### config.mk
export PLATFORM = sky130hd
export DESIGN_NAME = ifs_status
export DESIGN_NICKNAME = d
export VERILOG_FILES = /design/src/include/ifs_pkg.sv /design/src/logic/ifs_status.sv
export SDC_FILE = /design/constraint.sdc
export NUM_CORES = 1
export LEC_CHECK = 0
export BUFFER_PORTS_ARGS = -buffer_cell sky130_fd_sc_hd__buf_2
export CAP_MARGIN = 20
export CORE_MARGIN = 10
export CORE_UTILIZATION = 25
export CTS_CLUSTER_SIZE = 16
export DETAILED_ROUTE_END_ITERATION = 10
export PLACE_DENSITY_LB_ADDON = 0.25
export SYNTH_ARGS = -nofsm -noshare
export SYNTH_HDL_FRONTEND = slang
export SYNTH_SLANG_ARGS = --single-unit
### constraint.sdc
create_clock -name CLK_SYS -period 4.06 [get_ports CLK_SYS]
set_input_delay 0.812 -clock CLK_SYS [delete_from_list [all_inputs] [get_ports CLK_SYS]]
set_output_delay 0.812 -clock CLK_SYS [all_outputs]
set_load 0.02 [all_outputs]
### src/include/ifs_pkg.sv
// Constants for the FIFO raw status flag block: register map, field positions,
// reset values and FIFO geometry. Assumes an APB master with 32-bit data.
// Summary of operation
// Transmit-empty is high while the transmit FIFO is empty, clears itself, resets to one.
// Transmit-nearly-empty is high while the count is at or below its threshold, resets to one.
// Transmit-full is high while the transmit FIFO is full, clears itself, resets to zero.
// Transmit-overrun sets when a write reaches a full transmit FIFO, and resets to zero.
// Transmit-overrun stays set until software writes a one to its bit of the clear register.
// After an overrun, software sets the transmit flush bit to discard the corrupted contents.
// Software watches the full and threshold flags so it never writes a full transmit FIFO.
// Receive-empty is high while the receive FIFO is empty, clears itself, resets to one.
// Receive-nearly-full is high while the count is at or above its threshold, resets to zero.
// A raw flag raises the interrupt only when its mask bit is one; masks reset to zero.
// The raw status flags are read-only and writes to the raw status register change nothing.
// The level flags are recomputed every cycle from occupancy and thresholds, never cleared.
package ifs_pkg;

    // FIFO geometry.
    localparam int unsigned FIFO_DEPTH = 64;
    localparam int unsigned CNT_W      = 7;
    localparam logic [6:0]  CNT_FULL   = 7'h40;

    // Register byte offsets.
    localparam logic [11:0] OFS_MASK   = 12'h02C;
    localparam logic [11:0] OFS_RAW    = 12'h030;
    localparam logic [11:0] OFS_MASKED = 12'h034;
    localparam logic [11:0] OFS_CLEAR  = 12'h038;
    localparam logic [11:0] OFS_TXTHR  = 12'h03C;
    localparam logic [11:0] OFS_RXTHR  = 12'h040;
    localparam logic [11:0] OFS_CTRL   = 12'h044;

    // Status field positions.
    localparam int unsigned BIT_TX_EMPTY   = 0;
    localparam int unsigned BIT_TX_NEMPTY  = 1;
    localparam int unsigned BIT_TX_FULL    = 2;
    localparam int unsigned BIT_TX_OVERRUN = 3;
    localparam int unsigned BIT_RX_EMPTY   = 4;
    localparam int unsigned BIT_RX_NFULL   = 5;
    localparam int unsigned NUM_FLAGS      = 6;

    // Reset values, the zero data word and the flush bit position.
    localparam logic [5:0]  RAW_RESET   = 6'h13;
    localparam logic [5:0]  MASK_RESET  = 6'h00;
    localparam logic [6:0]  THR_RESET   = 7'h00;
    localparam logic [31:0] DATA_ZERO   = 32'h0000_0000;
    localparam int unsigned BIT_FLUSH   = 0;

endpackage

### src/logic/ifs_status.sv
// FIFO raw status flags with mask, clear and one interrupt output, on APB.
// Assumes the FIFO owner supplies occupancy counts and a write strobe on CLK_SYS.
//
// Chosen here: the register offsets and the APB register port.
`timescale 1ns/100ps
module ifs_status
    import ifs_pkg::*;
(
    // Clock and reset.
    input  wire logic                   CLK_SYS,
    input  wire logic                   RST_N,
    // APB slave.
    input  wire logic                   PSEL,
    input  wire logic                   PENABLE,
    input  wire logic                   PWRITE,
    input  wire logic [11:0]            PADDR,
    input  wire logic [31:0]            PWDATA,
    output logic      [31:0]            PRDATA,
    output logic                        PREADY,
    output logic                        PSLVERR,
    // FIFO side, same clock domain.
    input  wire logic [ifs_pkg::CNT_W-1:0] TX_COUNT,
    input  wire logic [ifs_pkg::CNT_W-1:0] RX_COUNT,
    input  wire logic                   TX_WRITE,
    output logic                        TX_FLUSH,
    // Interrupt.
    output logic                        IRQ
);
    import ifs_pkg::*;

    typedef struct packed {
        logic [5:0]  raw;
        logic [5:0]  mask;
        logic [6:0]  tx_thr;
        logic [6:0]  rx_thr;
        logic        flush;
        logic [31:0] rdata;
        logic        ready;
        logic        slverr;
        logic        irq;
    } ifs_state_s;

    ifs_state_s st;
    ifs_state_s next_st;

    // Any mapped offset answers; the rest get an error.
    function automatic logic ifs_mapped(input logic [11:0] a);
        return (a == OFS_MASK) || (a == OFS_RAW) || (a == OFS_MASKED) || (a == OFS_CLEAR) ||
               (a == OFS_TXTHR) || (a == OFS_RXTHR) || (a == OFS_CTRL);
    endfunction

    logic       setup;
    logic       wr;
    logic [5:0] lvl;
    logic       ovr_set;
    logic       ovr_clr;

    // Level flags come straight from occupancy every cycle, so nothing clears them.
    always_comb begin
        setup   = PSEL && !PENABLE;
        wr      = PSEL && PENABLE && PWRITE && st.ready;
        lvl     = '0;
        lvl[BIT_TX_EMPTY]  = (TX_COUNT == '0);
        lvl[BIT_TX_NEMPTY] = (TX_COUNT <= st.tx_thr);
        lvl[BIT_TX_FULL]   = (TX_COUNT >= CNT_FULL);
        lvl[BIT_RX_EMPTY]  = (RX_COUNT == '0);
        lvl[BIT_RX_NFULL]  = (RX_COUNT >= st.rx_thr);
        ovr_set = TX_WRITE && (TX_COUNT >= CNT_FULL);
        ovr_clr = wr && (PADDR == OFS_CLEAR) && PWDATA[BIT_TX_OVERRUN];
    end

    // Next state: flags, bus registers and the zero-wait-state APB answer.
    always_comb begin
        next_st       = st;
        next_st.raw   = lvl;
        // Set beats clear so an overrun in the clearing cycle is not lost.
        next_st.raw[BIT_TX_OVERRUN] = ovr_set ||
                                      (st.raw[BIT_TX_OVERRUN] && !ovr_clr);
        next_st.ready  = setup;
        next_st.slverr = setup && !ifs_mapped(PADDR);
        next_st.rdata  = DATA_ZERO;
        next_st.flush  = 1'b0;
        if (setup && !PWRITE) begin
            unique case (PADDR)
                OFS_MASK:   next_st.rdata = {26'h0, st.mask};
                OFS_RAW:    next_st.rdata = {26'h0, st.raw};
                OFS_MASKED: next_st.rdata = {26'h0, st.raw & st.mask};
                OFS_TXTHR:  next_st.rdata = {25'h0, st.tx_thr};
                OFS_RXTHR:  next_st.rdata = {25'h0, st.rx_thr};
                default:    next_st.rdata = DATA_ZERO;
            endcase
        end
        // Writes to the raw and masked views fall through untouched.
        if (wr) begin
            if (PADDR == OFS_MASK) begin
                next_st.mask = PWDATA[5:0];
            end
            if (PADDR == OFS_TXTHR) begin
                next_st.tx_thr = PWDATA[6:0];
            end
            if (PADDR == OFS_RXTHR) begin
                next_st.rx_thr = PWDATA[6:0];
            end
            if (PADDR == OFS_CTRL) begin
                next_st.flush = PWDATA[BIT_FLUSH];
            end
        end
        // Interrupt from registered flags so it lags the status by one cycle.
        next_st.irq = |(st.raw & st.mask);
        if (!RST_N) begin
            next_st        = '0;
            next_st.raw    = RAW_RESET;
            next_st.mask   = MASK_RESET;
            next_st.tx_thr = THR_RESET;
            next_st.rx_thr = THR_RESET;
        end
    end

    // Single register for all state.
    always_ff @(posedge CLK_SYS) begin
        st <= next_st;
    end

    assign PRDATA   = st.rdata;
    assign PREADY   = st.ready;
    assign PSLVERR  = st.slverr;
    assign TX_FLUSH = st.flush;
    assign IRQ      = st.irq;

    chk_tx_empty_lvl: assert property (@(posedge CLK_SYS) disable iff (!RST_N)
        $past(RST_N) |-> st.raw[BIT_TX_EMPTY] == ($past(TX_COUNT) == 0))
        else $error("tx empty flag wrong");
    chk_tx_nempty_thr: assert property (@(posedge CLK_SYS) disable iff (!RST_N)
        $past(RST_N) |-> st.raw[BIT_TX_NEMPTY] == ($past(TX_COUNT) <= $past(st.tx_thr)))
        else $error("tx nearly empty flag wrong");
    chk_tx_full_lvl: assert property (@(posedge CLK_SYS) disable iff (!RST_N)
        $past(RST_N) |-> st.raw[BIT_TX_FULL] == ($past(TX_COUNT) == 64))
        else $error("tx full flag wrong");
    chk_ovr_set: assert property (@(posedge CLK_SYS) disable iff (!RST_N)
        TX_WRITE && TX_COUNT == 64 |=> st.raw[BIT_TX_OVERRUN])
        else $error("overrun not set");
    chk_ovr_sticky: assert property (@(posedge CLK_SYS) disable iff (!RST_N)
        st.raw[BIT_TX_OVERRUN] && !ovr_clr |=> st.raw[BIT_TX_OVERRUN])
        else $error("overrun dropped without clear");
    chk_rx_empty_lvl: assert property (@(posedge CLK_SYS) disable iff (!RST_N)
        $past(RST_N) |-> st.raw[BIT_RX_EMPTY] == ($past(RX_COUNT) == 0))
        else $error("rx empty flag wrong");
    chk_rx_nfull_thr: assert property (@(posedge CLK_SYS) disable iff (!RST_N)
        $past(RST_N) |-> st.raw[BIT_RX_NFULL] == ($past(RX_COUNT) >= $past(st.rx_thr)))
        else $error("rx nearly full flag wrong");
    chk_irq_masked: assert property (@(posedge CLK_SYS) disable iff (!RST_N)
        $past(RST_N) |-> IRQ == |($past(st.raw) & $past(st.mask)))
        else $error("interrupt disagrees with masked status");
    chk_raw_ro: assert property (@(posedge CLK_SYS) disable iff (!RST_N)
        wr && PADDR == OFS_RAW && !TX_WRITE
        |=> st.raw[BIT_TX_OVERRUN] == $past(st.raw[BIT_TX_OVERRUN]))
        else $error("raw status changed by write");
    chk_flush_pulse: assert property (@(posedge CLK_SYS) disable iff (!RST_N)
        wr && PADDR == OFS_CTRL && PWDATA[BIT_FLUSH] |=> TX_FLUSH)
        else $error("flush pulse missing");
    chk_ready_one: assert property (@(posedge CLK_SYS) disable iff (!RST_N)
        PREADY |=> !PREADY)
        else $error("ready held longer than one cycle");

endmodule

==> key figures <==
Clock network
  – Clk sink count: 37
  – Clock Tree Buf Depth: 2
  – Later-pin clock latency in the skew report: around 300 ps
  – Cts bufs inserted: 5
  – Post-CTS Hold Buffers: 0
  – # resized after CTS: 0
  – CTS root buf: clkbuf_8
  – # Post-CTS Setup Buffers: 0
  – CTS tree: built
  – Clock transition at path regs: roughly 80 ps
  – H-tree depth: 2

Finish
  – N_diodes: 0
  – Commonest cells after routing, fill and taps aside: buf_2 (49), dfxtp_1 (37), nand2_1 (37)
  – Fin util: 0.2917
  – Nets: 371
  – Multi-input gate area: 1192 sq um
  – Synth-to-Final Area Change: 15.16%
  – Commonest non-fill, non-tap cell in the layout: buf_2
  – Fill cells: roughly 950
  – Seq. cell area: approximately 740 sq um
  – Fraction of layout cells with a size suffix above 1: 0.2177

STA
  – Fmax achieved: ~0.40 GHz
  – Final setup TNS: 0 ps
  – Post-route clock period utilization: 0.6103
  – Relative slew slack: 0.3907
  – Period minus WS final: between 2000 and 2500 ps
  – # setup viols final: 0
  – Fin. Hold Viols: 0
  – Slew Viols, Final: 0
  – RSZ-0062 raised after global routing: false
  – Final WS setup: between 1500 and 2000 ps
  – Clock skew: 7.067 ps
  – Worst slew pin tran: roughly 910 ps

Critical path
  – CP required: 4270 ps
  – Slowest CP cell: or4bb_1
  – Worst Setup Start Kind: primary input
  – FF-to-FF path depth: 4
  – Critical-path maximum fanout: 11
  – Critical path endpoint: PRDATA[4]
  – Crit path buf inv count: 1
  – Critical Path Sink Type: flop
  – CP top delay family: simple AND/OR/NAND/NOR gates
  – Crit-path cells: buf_2 > or4bb_1 > nor4_2 > a22oi_1 > a31oi_1
  – FF-to-FF Start: PREADY
  – R2R setup slack: between 2000 and 2500 ps
  – Setup Crit Path Kind: primary input to flop
  – CP startpoint: PADDR[7]
  – R2r endpoint: st[46]
  – Crit path DAT: 2690 ps
  – Worst path depth: 5
  – Critical path's largest stage delay: 730 ps

Yosys
  – Sequential share of the synthesized area: 0.3387
  – Register bit total from synthesis: 37
  – Mean Syn Cell Area: 8.645 sq um
  – Post-Synthesis Cells: between 200 and 300
  – Yosys warnings: 0
  – Synth area leader: dfxtp_1
  – Synth top area cells: dfxtp_1 (34%), buf_4 (11%), mux2i_1 (9.2%)
  – Distinct cells, synth: 39
  – Yosys top cell area share: 0.3387
  – Mapped Area: around 2200 sq um

Power
  – Power, Total: between 0.0008 and 0.0009 W
  – Max VDD drop: ~0.16 mV
  – Switching power: 0.0002041 W
  – P_leak: between 0.9 and 1 nW
  – Sw Ratio: 0.2407
  – Internal cell power: 0.0006437 W
  – PwrDens: ~340 nW/um^2
  – Reg power frac: 0.438
  – Comb power frac: 0.104
  – Clock share of power: 0.458

Global route
  – First-pass GRT wire length: 9025 microns
  – Vias in the first global route: about 1.8k
  – GR Util All Layers: 0.08508
  – Largest net degree at the start of global routing: 34
  – Total grt overflow: 0
  – Initial antenna violation count: 0

Drt
  – # DRC: 0
  – Initial drt markers: roughly 120
  – Pre-antenna DRT Iters: 4
  – Routed WL: about 5600 microns
  – ANT nets after route: 0
  – Routed length per instance: 14.02 microns
  – Via density per instance: 4.393
  – Via count: 1766

Floorplan
  – Die area: between 10000 and 15000 sq um
  – Die Ht: roughly 110 microns
  – Initial core utilization: 0.2533
  – Core area: approximately 8600 sq um
  – IO Pins: 100
  – Std-Cell Rows: 34
  – Die width: about 110 microns

Job
  – Max-cap violations: 0

Placement
  – Hpwl dp: 4705 microns
  – GP Congestion: roughly 0.73
  – IO Port Bufs: 49
  – Pre-CTS WS: ~1200 ps

Run status
  – Status: completed

Hold path
  – Hold Crit Class: flop to flop
## logic make-up (layout without fill, tap and decap cells)
group	after synthesis	after routing	share of synthesized area
simple gates	81	81	0.2100
buf+inv	58	75	0.1573
compound gates	42	42	0.1207
flops	37	37	0.3387
mux	20	20	0.09153
fa+ha+maj	14	14	0.08009
other cells	1	25	0.001715
## sequential cells by signal, indices dropped and copies added, names as in the netlist
signal    flops
PREADY        1
PRDATA        7
IRQ           1
st           26
PSLVERR       1
TX_FLUSH      1
## Yosys cell counts
cell type and instances:
a21o_1 2, a21oi_1 8, a22oi_1 9, a31oi_1 9
and2_1 1, and2b_1 1, and2b_2 1, buf_2 2
buf_4 33, clkbuf_1 5, conb_1 1, dfxtp_1 37
ha_1 14, inv_1 18, mux2i_1 20, nand2_1 37
nand2b_1 4, nand3_1 2, nand3b_1 2, nand4_1 5
nor2_1 6, nor2b_1 1, nor3_1 3, nor3_4 1
nor3b_1 6, nor4_1 1, nor4_2 1, nor4_4 1
o211ai_1 1, o21ai_0 9, o31ai_1 2, o41ai_1 2
or2_2 1, or3_1 1, or3_4 1, or4_1 2
or4_4 1, or4b_1 1, or4bb_1 1
## worst min-delay path, stage by stage (launching register included)
cell	delay, ps
dfxtp_1	310
nand2_1	50
mux2i_1	50
## metrics by stage
stage / cell area (sq um) / std cells / hold WS (ps)
floorplan: 2277 / 277 / 434.7
global placement: 2381 / 394 / 445.6
detailed placement: 2381 / 394 / 452.2
CTS: 2519 / 402 / 464.0
global route: 2519 / 402 / 478.3
finish: 2519 / 402 / 459.8
## metal layers
metal  up-vias  routed length [microns]  global-route usage
met5         -                        0                   0
met4         0                       86             0.02961
met3         8                      422             0.03045
met2        68                     2566              0.1294
met1       784                     2561              0.1084
li1        906                        -                   -
## layout make-up
cell class / count / share of cell area
Clock inverter: 3 / 0.02732
Inverter: 18 / 0.02683
Multi-Input combinational cell: 182 / 0.4734
Tap cell: 108 / 0.05365
Sequential cell: 37 / 0.2941
Clock buffer: 5 / 0.02732
Timing Repair Buffer: 49 / 0.09737
## worst min path at each step
| stage | from | endpoint | slack [ps] | depth (start not counted) |
|---|---|---|---|---|
| CTS | st[49] | st[49] | 460 | 2 |
| global route | st[49] | st[49] | 480 | 2 |
| finish | st[49] | st[49] | 460 | 2 |
| floorplan | st[49] | st[49] | 430 | 2 |
| detailed placement | st[49] | st[49] | 450 | 2 |
| global placement | st[49] | st[49] | 450 | 2 |
## power groups by stage
stage / Combinational (W) / Clock (W) / Sequential (W)
after global routing: 0.0000995 / 0.000413 / 0.000371
final: 0.0000883 / 0.000388 / 0.000371
after detailed placement: 0.0000883 / 0 / 0.000379
after CTS: 0.0000884 / 0.000397 / 0.000371
after global placement: 0.0000874 / 0 / 0.000379
after floorplan: 0.0000725 / 0 / 0.000379
No activity file was read; power rests on OpenSTA's default activity.
